==> src/logic/ivo_pkg.sv <==
// Constants shared by the interlaced video output port logic
package ivo_pkg;
    // Register map (byte addresses)
    localparam logic [11:0] IVO_CTRL_OFS = 12'h000;
    localparam logic [11:0] IVO_STAT_OFS = 12'h004;
    localparam logic [11:0] IVO_LINE_OFS = 12'h008;
    // Control field positions
    localparam int IVO_SER_DIS_BIT = 0;
    localparam int IVO_CLK_SEL_BIT = 1;
    localparam int IVO_EDGE_SEL_BIT = 2;
    localparam int IVO_PAL_BIT = 3;
    localparam int IVO_STANDALONE_BIT = 4;
    localparam int IVO_PROG_BIT = 5;
    localparam int IVO_DIN_MUX_BIT = 6;
    localparam int IVO_CTRL_W = 7;
    localparam logic [6:0] IVO_CTRL_RST = 7'h00;
    // Status field positions
    localparam int IVO_ST_SER_ACT = 0;
    localparam int IVO_ST_FIELD = 1;
    localparam int IVO_ST_VBLANK = 2;
    localparam int IVO_ST_STANDBY = 3;
    // Serial packet layout
    localparam int IVO_PKT_W = 12;
    localparam int IVO_MCLK_HZ = 27_000_000;
    localparam int IVO_SHIFT_HZ = 324_000_000;
    localparam int IVO_BIT_DIV = IVO_SHIFT_HZ / IVO_MCLK_HZ;
    localparam logic [3:0] IVO_LAST_BIT = 4'(IVO_BIT_DIV - 1);
    localparam logic [3:0] IVO_HALF_BIT = 4'(IVO_BIT_DIV / 2);
    localparam logic IVO_START_VAL = 1'b1;
    localparam logic IVO_STOP_VAL = 1'b0;
    // 525-line flag boundaries (last line of each span)
    localparam logic [9:0] L525_A = 10'd3;
    localparam logic [9:0] L525_B = 10'd9;
    localparam logic [9:0] L525_C = 10'd19;
    localparam logic [9:0] L525_D = 10'd263;
    localparam logic [9:0] L525_E = 10'd265;
    localparam logic [9:0] L525_F = 10'd282;
    localparam logic [9:0] L525_END = 10'd525;
    // 625-line flag boundaries
    localparam logic [9:0] L625_A = 10'd22;
    localparam logic [9:0] L625_B = 10'd310;
    localparam logic [9:0] L625_C = 10'd312;
    localparam logic [9:0] L625_D = 10'd335;
    localparam logic [9:0] L625_E = 10'd623;
    localparam logic [9:0] L625_END = 10'd625;
    localparam logic [9:0] LINE_FIRST = 10'd1;
endpackage : ivo_pkg

==> src/logic/ivo_video_out.sv <==
// Interlaced video output ports: flags, DIN capture, parallel and serial outputs
//
// Implementation choices: the address map and the APB interface to the registers.
`timescale 1ns/10ps
`default_nettype none

// What this block does
// - The serial port is enabled after reset and runs only while the serial enable pin is high.
// - Setting the serial port disable bit switches the serial output off regardless of the pin.
// - Standby switches the serial output off whatever the pin and the disable bit say.
// - Every serial packet is twelve bits with a one start bit first and a zero stop bit last.
// - The video byte follows the start bit least significant bit first in packet bits 1 to 8.
// - Line valid goes in packet bit 9 and frame valid in bit 10, before the stop bit.
// - The packet holds the interlaced byte (the parallel output byte unless raw progressive is on) with the current line and frame valid outputs.
// - The shift clock runs at twelve times the master clock rate.
// - The serial port carries only the interlaced byte stream of the parallel interlaced path.
// - In 525-line mode the field and vertical flags follow the 525-line line table.
// - In 625-line mode the flags follow the 625-line table and EAV carries H=1, SAV H=0.
// - Progressive raw output on the parallel port is allowed only in stand-alone mode.
// - The outside source supplies proper BT.656 bytes that are muxed into the output stream.
// - Input data is sampled by the input port clock when clock select is one, else by master.
// - Software picks the rising or falling edge of the chosen sampling clock.
// - In standby frame and line valid are low, pixel clock is high and data is zero.
module ivo_video_out (
    // Clock, reset, enable (clk_sys_in is the 12x shift clock)
    input wire logic clk_sys_in,
    input wire logic reset_in,
    input wire logic clk_en_in,
    // APB slave
    input wire logic psel_in,
    input wire logic penable_in,
    input wire logic pwrite_in,
    input wire logic [11:0] paddr_in,
    input wire logic [31:0] pwdata_in,
    output logic [31:0] prdata_out,
    output logic pready_out,
    output logic pslverr_out,
    // Internal video source
    input wire logic [7:0] video_byte_in,
    input wire logic line_valid_in,
    input wire logic frame_valid_in,
    input wire logic line_start_in,
    input wire logic [7:0] raw_pixel_in,
    // External parallel input
    input wire logic [7:0] din_byte_in,
    input wire logic din_clk_in,
    // Board pins
    input wire logic serial_port_enable_pin_in,
    input wire logic standby_in,
    // Parallel output
    output logic [7:0] dout_out,
    output logic line_valid_flag_out,
    output logic frame_valid_flag_out,
    output logic pixel_clock_out,
    output logic field_out,
    output logic vblank_out,
    output logic [7:0] eav_code_out,
    output logic [7:0] sav_code_out,
    // Serial pair
    output logic serial_pair_positive_out,
    output logic serial_pair_negative_out
);
    import ivo_pkg::*;

    // BT.656 timing code: 1 F V H P3 P2 P1 P0
    function automatic logic [7:0] tcode(input logic f, input logic v, input logic h);
        tcode = {1'b1, f, v, h, v ^ h, f ^ h, f ^ v, f ^ v ^ h};
    endfunction : tcode
    // Field and vertical flags for a line number, {F,V}
    function automatic logic [1:0] line_flags(input logic [9:0] n, input logic pal);
        line_flags = 2'b00;
        if (pal) begin
            if (n <= L625_A) line_flags = 2'b01;
            else if (n <= L625_B) line_flags = 2'b00;
            else if (n <= L625_C) line_flags = 2'b01;
            else if (n <= L625_D) line_flags = 2'b11;
            else if (n <= L625_E) line_flags = 2'b10;
            else line_flags = 2'b11;
        end else begin
            if (n <= L525_A) line_flags = 2'b11;
            else if (n <= L525_B) line_flags = 2'b01;
            else if (n <= L525_C) line_flags = 2'b00;
            else if (n <= L525_D) line_flags = 2'b00;
            else if (n <= L525_E) line_flags = 2'b01;
            else if (n <= L525_F) line_flags = 2'b11;
            else line_flags = 2'b10;
        end
    endfunction : line_flags
    // APB and control register
    logic [IVO_CTRL_W-1:0] ctrl_q, ctrl_d;
    logic [31:0] prdata_q, prdata_d;
    logic pready_q, pready_d;
    logic pslverr_q, pslverr_d;
    // Timing and capture
    logic [3:0] bit_cnt_q, bit_cnt_d;
    logic [9:0] line_q, line_d;
    logic pix_div_q, pix_div_d;
    logic din_clk_prev_q, din_clk_prev_d;
    logic [7:0] din_cap_q, din_cap_d;
    // Output stage
    logic [7:0] dout_q, dout_d;
    logic lv_q, lv_d, fv_q, fv_d;
    logic pclk_q, pclk_d;
    logic field_q, field_d, vbl_q, vbl_d;
    logic [7:0] eav_q, eav_d, sav_q, sav_d;
    logic [IVO_PKT_W-1:0] pkt_q, pkt_d;
    logic ser_pos_q, ser_pos_d, ser_neg_q, ser_neg_d;
    logic master_tick, half_tick, acc, wr_now, mapped;
    logic ser_active, prog_ok, din_edge;
    logic [1:0] fvflag;
    logic [7:0] il_byte;
    assign master_tick = (bit_cnt_q == IVO_LAST_BIT);
    assign half_tick = (bit_cnt_q == IVO_HALF_BIT);
    assign acc = psel_in && penable_in;
    assign wr_now = acc && pready_q && pwrite_in && !pslverr_q;
    assign mapped = (paddr_in == IVO_CTRL_OFS) || (paddr_in == IVO_STAT_OFS) ||
                    (paddr_in == IVO_LINE_OFS);
    // Pin must be held, disable bit clear and no standby
    assign ser_active = serial_port_enable_pin_in && !ctrl_q[IVO_SER_DIS_BIT] &&
                        !standby_in;
    // Raw progressive path needs stand-alone mode: the colour pipe cannot do it
    assign prog_ok = ctrl_q[IVO_PROG_BIT] && ctrl_q[IVO_STANDALONE_BIT];
    // Input clock pin is synchronous, so a registered copy finds its edges
    assign din_edge = ctrl_q[IVO_EDGE_SEL_BIT] ? (din_clk_prev_q && !din_clk_in) :
                      (!din_clk_prev_q && din_clk_in);
    assign fvflag = line_flags(line_q, ctrl_q[IVO_PAL_BIT]);
    // External bytes replace the internal stream when the mux bit is set
    assign il_byte = ctrl_q[IVO_DIN_MUX_BIT] ? din_cap_q : video_byte_in;

    // APB slave: one wait state, write lands on the edge where pready is seen
    always_comb begin
        ctrl_d = ctrl_q;
        prdata_d = prdata_q;
        pready_d = 1'b0;
        pslverr_d = 1'b0;
        if (acc && !pready_q) begin
            pready_d = 1'b1;
            pslverr_d = !mapped;
            prdata_d = 32'h0000_0000;
            if (!pwrite_in) begin
                if (paddr_in == IVO_CTRL_OFS) begin
                    prdata_d[IVO_CTRL_W-1:0] = ctrl_q;
                end else if (paddr_in == IVO_STAT_OFS) begin
                    prdata_d[IVO_ST_SER_ACT] = ser_active;
                    prdata_d[IVO_ST_FIELD] = field_q;
                    prdata_d[IVO_ST_VBLANK] = vbl_q;
                    prdata_d[IVO_ST_STANDBY] = standby_in;
                end else if (paddr_in == IVO_LINE_OFS) begin
                    prdata_d[9:0] = line_q;
                end
            end
        end
        if (wr_now && paddr_in == IVO_CTRL_OFS) begin
            ctrl_d = pwdata_in[IVO_CTRL_W-1:0];
        end
    end

    always_ff @(posedge clk_sys_in) begin
        if (reset_in) begin
            ctrl_q <= IVO_CTRL_RST;
            prdata_q <= 32'h0000_0000;
            pready_q <= 1'b0;
            pslverr_q <= 1'b0;
        end else if (clk_en_in) begin
            ctrl_q <= ctrl_d;
            prdata_q <= prdata_d;
            pready_q <= pready_d;
            pslverr_q <= pslverr_d;
        end
    end
    // Master clock phase, line counter and input capture
    always_comb begin
        bit_cnt_d = master_tick ? 4'h0 : bit_cnt_q + 4'h1;
        line_d = line_q;
        pix_div_d = pix_div_q;
        din_clk_prev_d = din_clk_in;
        din_cap_d = din_cap_q;
        if (master_tick) begin
            pix_div_d = !pix_div_q;
            if (line_start_in) begin
                line_d = (line_q >= (ctrl_q[IVO_PAL_BIT] ? L625_END : L525_END)) ?
                         LINE_FIRST : line_q + 10'd1;
            end
        end
        if (ctrl_q[IVO_CLK_SEL_BIT]) begin
            if (din_edge) din_cap_d = din_byte_in;
        end else if (ctrl_q[IVO_EDGE_SEL_BIT] ? half_tick : master_tick) begin
            din_cap_d = din_byte_in;
        end
    end

    always_ff @(posedge clk_sys_in) begin
        if (reset_in) begin
            bit_cnt_q <= 4'h0;
            line_q <= LINE_FIRST;
            pix_div_q <= 1'b0;
            din_clk_prev_q <= 1'b0;
            din_cap_q <= 8'h00;
        end else if (clk_en_in) begin
            bit_cnt_q <= bit_cnt_d;
            line_q <= line_d;
            pix_div_q <= pix_div_d;
            din_clk_prev_q <= din_clk_prev_d;
            din_cap_q <= din_cap_d;
        end
    end
    // Output stage: parallel port, timing codes, serializer
    always_comb begin
        dout_d = dout_q;
        lv_d = lv_q;
        fv_d = fv_q;
        pkt_d = pkt_q;
        field_d = fvflag[1];
        vbl_d = fvflag[0];
        eav_d = tcode(fvflag[1], fvflag[0], 1'b1);
        sav_d = tcode(fvflag[1], fvflag[0], 1'b0);
        // Raw progressive pixel clock runs at half the master rate
        pclk_d = prog_ok ? !pix_div_q : (bit_cnt_q < IVO_HALF_BIT);
        if (master_tick) begin
            // Flags see standby here so the packet flags match the flag pins
            lv_d = line_valid_in && !standby_in;
            fv_d = frame_valid_in && !standby_in;
            dout_d = prog_ok ? raw_pixel_in : il_byte;
            // Serial always takes the interlaced byte, even when parallel is raw
            pkt_d = {IVO_STOP_VAL, fv_d, lv_d,
                     il_byte, IVO_START_VAL};
        end
        if (standby_in) begin
            dout_d = 8'h00;
            lv_d = 1'b0;
            fv_d = 1'b0;
            pclk_d = 1'b1;
        end
        // Bit index equals the shift phase, so packets abut with no idle bits
        ser_pos_d = ser_active ? pkt_q[bit_cnt_q] : 1'b0;
        ser_neg_d = ser_active ? !pkt_q[bit_cnt_q] : 1'b0;
    end

    always_ff @(posedge clk_sys_in) begin
        if (reset_in) begin
            dout_q <= 8'h00;
            lv_q <= 1'b0;
            fv_q <= 1'b0;
            pclk_q <= 1'b1;
            field_q <= 1'b0;
            vbl_q <= 1'b0;
            eav_q <= 8'h00;
            sav_q <= 8'h00;
            pkt_q <= '0;
            ser_pos_q <= 1'b0;
            ser_neg_q <= 1'b0;
        end else if (clk_en_in) begin
            dout_q <= dout_d;
            lv_q <= lv_d;
            fv_q <= fv_d;
            pclk_q <= pclk_d;
            field_q <= field_d;
            vbl_q <= vbl_d;
            eav_q <= eav_d;
            sav_q <= sav_d;
            pkt_q <= pkt_d;
            ser_pos_q <= ser_pos_d;
            ser_neg_q <= ser_neg_d;
        end
    end

    assign prdata_out = prdata_q;
    assign pready_out = pready_q;
    assign pslverr_out = pslverr_q;
    assign dout_out = dout_q;
    assign line_valid_flag_out = lv_q;
    assign frame_valid_flag_out = fv_q;
    assign pixel_clock_out = pclk_q;
    assign field_out = field_q;
    assign vblank_out = vbl_q;
    assign eav_code_out = eav_q;
    assign sav_code_out = sav_q;
    assign serial_pair_positive_out = ser_pos_q;
    assign serial_pair_negative_out = ser_neg_q;

    property p_ser_off_no_pin;
        @(posedge clk_sys_in) disable iff (reset_in)
        (clk_en_in && !serial_port_enable_pin_in) |=> !ser_pos_q && !ser_neg_q;
    endproperty
    a_ser_off_no_pin: assert property (p_ser_off_no_pin) else $error("pair on, pin low");
    property p_ser_off_dis;
        @(posedge clk_sys_in) disable iff (reset_in)
        (clk_en_in && ctrl_q[IVO_SER_DIS_BIT]) |=> !ser_pos_q && !ser_neg_q;
    endproperty
    a_ser_off_dis: assert property (p_ser_off_dis) else $error("pair on while disabled");
    property p_ser_off_stby;
        @(posedge clk_sys_in) disable iff (reset_in)
        (clk_en_in && standby_in) |=> !ser_pos_q && !ser_neg_q;
    endproperty
    a_ser_off_stby: assert property (p_ser_off_stby) else $error("serial on in standby");
    property p_pkt_frame;
        @(posedge clk_sys_in) disable iff (reset_in)
        (clk_en_in && master_tick) |=> pkt_q[0] && !pkt_q[IVO_PKT_W-1];
    endproperty
    a_pkt_frame: assert property (p_pkt_frame) else $error("bad start or stop bit");
    property p_pkt_byte;
        @(posedge clk_sys_in) disable iff (reset_in)
        (clk_en_in && master_tick && !standby_in && !prog_ok) |=> pkt_q[8:1] == dout_q;
    endproperty
    a_pkt_byte: assert property (p_pkt_byte) else $error("packet byte differs");
    property p_pkt_flags;
        @(posedge clk_sys_in) disable iff (reset_in)
        (clk_en_in && master_tick) |=> pkt_q[10:9] == {fv_q, lv_q};
    endproperty
    a_pkt_flags: assert property (p_pkt_flags) else $error("packet flags differ");
    property p_period;
        @(posedge clk_sys_in) disable iff (reset_in)
        (clk_en_in && master_tick) |-> ##1 (bit_cnt_q == 4'h0);
    endproperty
    a_period: assert property (p_period) else $error("shift phase not twelve");
    property p_stby_out;
        @(posedge clk_sys_in) disable iff (reset_in)
        (clk_en_in && standby_in) |=> !lv_q && !fv_q && pclk_q && dout_q == 8'h00;
    endproperty
    a_stby_out: assert property (p_stby_out) else $error("standby outputs wrong");
    property p_sav_h;
        @(posedge clk_sys_in) disable iff (reset_in)
        !sav_q[4] && (eav_q == 8'h00 || eav_q[4]);
    endproperty
    a_sav_h: assert property (p_sav_h) else $error("H bit wrong");
    property p_ser_diff;
        @(posedge clk_sys_in) disable iff (reset_in)
        (clk_en_in && ser_active) |=> ser_pos_q != ser_neg_q;
    endproperty
    a_ser_diff: assert property (p_ser_diff) else $error("pair not complementary");
    c_packet: cover property (@(posedge clk_sys_in) disable iff (reset_in)
        ser_active && master_tick ##1 ser_active [*8]);
    c_stby: cover property (@(posedge clk_sys_in) disable iff (reset_in)
        $rose(standby_in));
    c_wrap: cover property (@(posedge clk_sys_in) disable iff (reset_in)
        line_q == LINE_FIRST && $past(line_q) != LINE_FIRST);
endmodule : ivo_video_out

`default_nettype wire

==> config.mk <==
export PLATFORM = sky130hd
export DESIGN_NAME = ivo_video_out
export DESIGN_NICKNAME = d
export VERILOG_FILES = /design/src/logic/ivo_pkg.sv /design/src/logic/ivo_video_out.sv
export SDC_FILE = /design/constraint.sdc
export NUM_CORES = 1
export LEC_CHECK = 0
export BUFFER_PORTS_ARGS = -buffer_cell sky130_fd_sc_hd__buf_2
export CORE_ASPECT_RATIO = 0.7
export CORE_MARGIN = 4
export CORE_UTILIZATION = 49
export CTS_CLUSTER_DIAMETER = 60
export DETAILED_ROUTE_END_ITERATION = 8
export PLACE_DENSITY_LB_ADDON = 0.2
export SLEW_MARGIN = 20
export SYNTH_ARGS = -nofsm -noshare
export SYNTH_HDL_FRONTEND = slang
export SYNTH_SLANG_ARGS = --single-unit
==> constraint.sdc <==
create_clock -name clk_sys_in -period 2.9 [get_ports clk_sys_in]
set_clock_uncertainty 0.15 [all_clocks]
set_input_delay 0 -clock clk_sys_in [delete_from_list [all_inputs] [get_ports clk_sys_in]]
set_output_delay 0 -clock clk_sys_in [all_outputs]
set_load 0.05 [all_outputs]
==> flow_summary_export.csv <==
group,metric,value,unit
clock_tree,cts_made_buffers,9,
sta,worstMarginPinSlew,0.825,ns
global_routing,grt_max_degree,63,
drt,wl_per_cell,16.1,µm
clock_tree,clk_pin_slew,0.07,ns
sta,slew_violations,0,
logic_synthesis,yosys-top-cells-count,"78 x nor2_1, 74 x dfxtp_1, 35 x nand2_1",
die,die_x,114,µm
logic_synthesis,synth_top_area_share,38.4,%
drt,wl,10.6,mm
logic_synthesis,yosysTopAreaCell,"dfxtp_1",
finish,final_util,65.7,%
logic_synthesis,synth_warnings,0,
drt,viasPerCell,5.37,
drt,vias,3549,
logic_synthesis,yosysSeqAreaShare,38.4,%
setup_path,reg2reg_to,"eav_code_out[1]$_SDFFE_PP0P_",
logic_synthesis,synthCells,445,
setup_path,worst-setup-path-type,"reg -> reg",
finish,diodes,0,
clock_tree,max-clock-path-buffers,2,
clock_tree,cts.sinks,74,
setup_path,startpoint_type,"flip-flop",
setup_path,cp_max_fo,11,
sta,finalSetupViolations,0,
setup_path,worstSetupEndpointType,"flip-flop",
die,die-area,0.00938,mm²
die,die_height,82.3,µm
clock_tree,cts_resized,0,
drt,drtPass1Iterations,5,
global_routing,grt_usage,22.9,%
power_and_ir_drop,vdd_drop_max,0.000263,V
logic_synthesis,synth_edf_count,0,
finish,drive_gt1_share,24.2,%
global_routing,grt_pass1_wl,16.8,mm
power_and_ir_drop,pwr_density_cell,489,mW/mm²
global_routing,antenna_found_initial,0,
finish,syn2layout_area_growth,27.3,%
job,maxCapViolations,0,
setup_path,worstPathRequired,2.97,ns
min_path,min-delay-start,"raw_pixel_in[0]",
die,coreArea,0.00748,mm²
drt,final_antenna_net_count,0,
clock_tree,clk_latency,0.34,ns
logic_synthesis,yosysMostFrequentCell,"nor2_1",
outcome,status,"finished clean",
die,rows,26,
drt,initialDrtViolationCount,265,
setup_path,critPathArrivalTime,2.61,ns
setup_path,r2r_cells,6,
logic_synthesis,syn_area,0.00386,mm²
logic_synthesis,ys.flop_type,"dfxtp_1",
min_path,whs_endpoint,"dout_out[0]$_SDFFE_PP0P_",
min_path,hold-path-cell-count,5,
logic_synthesis,async_reset_ff_share,0,%
logic_synthesis,syn_avg_cell_area,8.67,µm²
logic_synthesis,ys_seq_elements,74,
min_path,hold_class,"in -> reg",
setup_path,reg2reg_from,"line_q[7]$_SDFFE_PP0P_",
sta,rsz0062_at_grt,"false",
drt,drc,0,
setup_path,reg2reg_slack,0.37,ns
clock_tree,cts_root_buffer,"clkbuf_16",
power_and_ir_drop,leakagePower,2.14,nW
sta,period_needed,2.53,ns
place,placed_area,0.00424,mm²
die,ios,145,
sta,hold_viol_final,0,
global_routing,grt.overflow.total,0,
finish,final_area,0.00491,mm²
clock_tree,cts_tree,"yes",
logic_synthesis,synth.area.top_cells,"dfxtp_1 38%, mux2i_1 8.3%, nor2_1 7.6%",
sta,slew_headroom,44.9,%
die,initial_core_util,51.6,%
place,routabilityCongestion,0.889,
sta,finalSetupTns,0,ns
finish,fillers,619,
logic_synthesis,ys_types,59,
global_routing,grt_pass1_vias,3429,
sta,fin_hold_ws,0.0140,ns
sta,fin_crit_sh,87.4,%
finish,fin_nets,649,
clock_tree,h-tree-depth,3,
place,dp_hpwl,7.32,mm
place,io_buffer_count,96,
sta,max_freq,0.395,GHz
==> final cells by class <==
type / instances / area [µm²] / area share [%]
repair buffers: 143 / 931 / 18.9
inverters: 7 / 26.3 / 0.535
clock buffers: 9 / 225 / 4.58
flip-flops and latches: 74 / 1480 / 30.2
multi-input cells: 323 / 2070 / 42.2
clock inverters: 7 / 53.8 / 1.09
well taps: 98 / 123 / 2.50
==> how the worst max path moves through the flow <==
stage	from	end	depth (start not counted)
after floorplan	line_q[5]$_SDFFE_PP0P_	eav_code_out[1]$_SDFFE_PP0P_	7
after global placement	line_q[0]$_SDFFE_PP1P_	line_q[4]$_SDFFE_PP0P_	8
after detailed placement	line_q[0]$_SDFFE_PP1P_	line_q[8]$_SDFFE_PP0P_	8
after CTS	line_q[0]$_SDFFE_PP1P_	line_q[8]$_SDFFE_PP0P_	8
after global routing	line_q[7]$_SDFFE_PP0P_	eav_code_out[1]$_SDFFE_PP0P_	6
final	line_q[7]$_SDFFE_PP0P_	eav_code_out[1]$_SDFFE_PP0P_	6
==> what timing repair did <==
action / CTS / global route
hold buffers: 39 / 0
endpoints found under the hold margin: 44 / 0
buffers inserted: 0 / 0
==> worst max-delay path: stages, from the launching register on <==
cell,delay (ns)
dfxtp_1,0.42
or3b_1,0.43
nor4b_2,0.36
a221oi_1,0.17
o32a_4,0.41
or3_1,0.33
o2111a_1,0.15
==> kinds of logic after synthesis <==
group / share of synthesized area (%)
muxes: 10.6
AOI/OAI and AO/OA: 15.8
and+or+nand+nor: 18.6
adders and majority gates: 3.57
other: 0.0972
DFF: 38.4
buffers and inverters: 10.2
xor gates and xnor gates: 2.72
==> registers in the layout (all words and copies together) (netlist names), 4 cells and up <==
register and count:
din_cap_q 8, dout_out 8, ctrl_q 7, line_q 10, bit_cnt_q 4, prdata_out 10, eav_code_out 7, pkt_q 11
==> metrics by stage <==
stage	power (W)	std cells	setup WS (ns)
2_1_floorplan	0.00129	467	0.583
3_3_place_gp	0.00133	606	0.382
3_5_place_dp	0.00133	606	0.231
4_1_cts	0.00241	661	0.215
5_1_grt	0.00248	661	0.302
6_report	0.00240	661	0.366
==> where the power goes <==
part | switching [W] | internal, W | total (W)
combinational | 0.000216 | 0.0000998 | 0.000316
sequential | 0.00000910 | 0.00103 | 0.00104
clock | 0.000465 | 0.000583 | 0.00105
total | 0.000690 | 0.00171 | 0.00240
==> cells in the final DEF (no fill, tap or decap), types with 3 or more instances in the layout <==
cell type	n
buf_2	96
a22oi_1	15
nand3_1	7
a21oi_1	25
dfxtp_1	74
clkinvlp_4	3
a211oi_1	11
a32oi_1	3
nand4_1	4
inv_1	7
nand2_1	35
a21o_1	3
ha_1	11
nor4_1	5
buf_4	8
o21ai_0	8
dlygate4sd3_1	39
nor2_1	78
xor2_1	6
mux2i_1	32
mux2_2	4
clkbuf_16	9
xnor2_1	6
nand2b_1	3
conb_1	23
nor3_1	4
==> layer usage <==
layer  up-vias  track usage, %  part of all wire (%)
li1       1734               -                     -
met1      1637            31.5                    49
met2       166            35.7                    42
met3        12            6.19                   8.0
met4         0            6.41                  0.93
met5         -               0                     0
(Power assumes the default switching activity.)
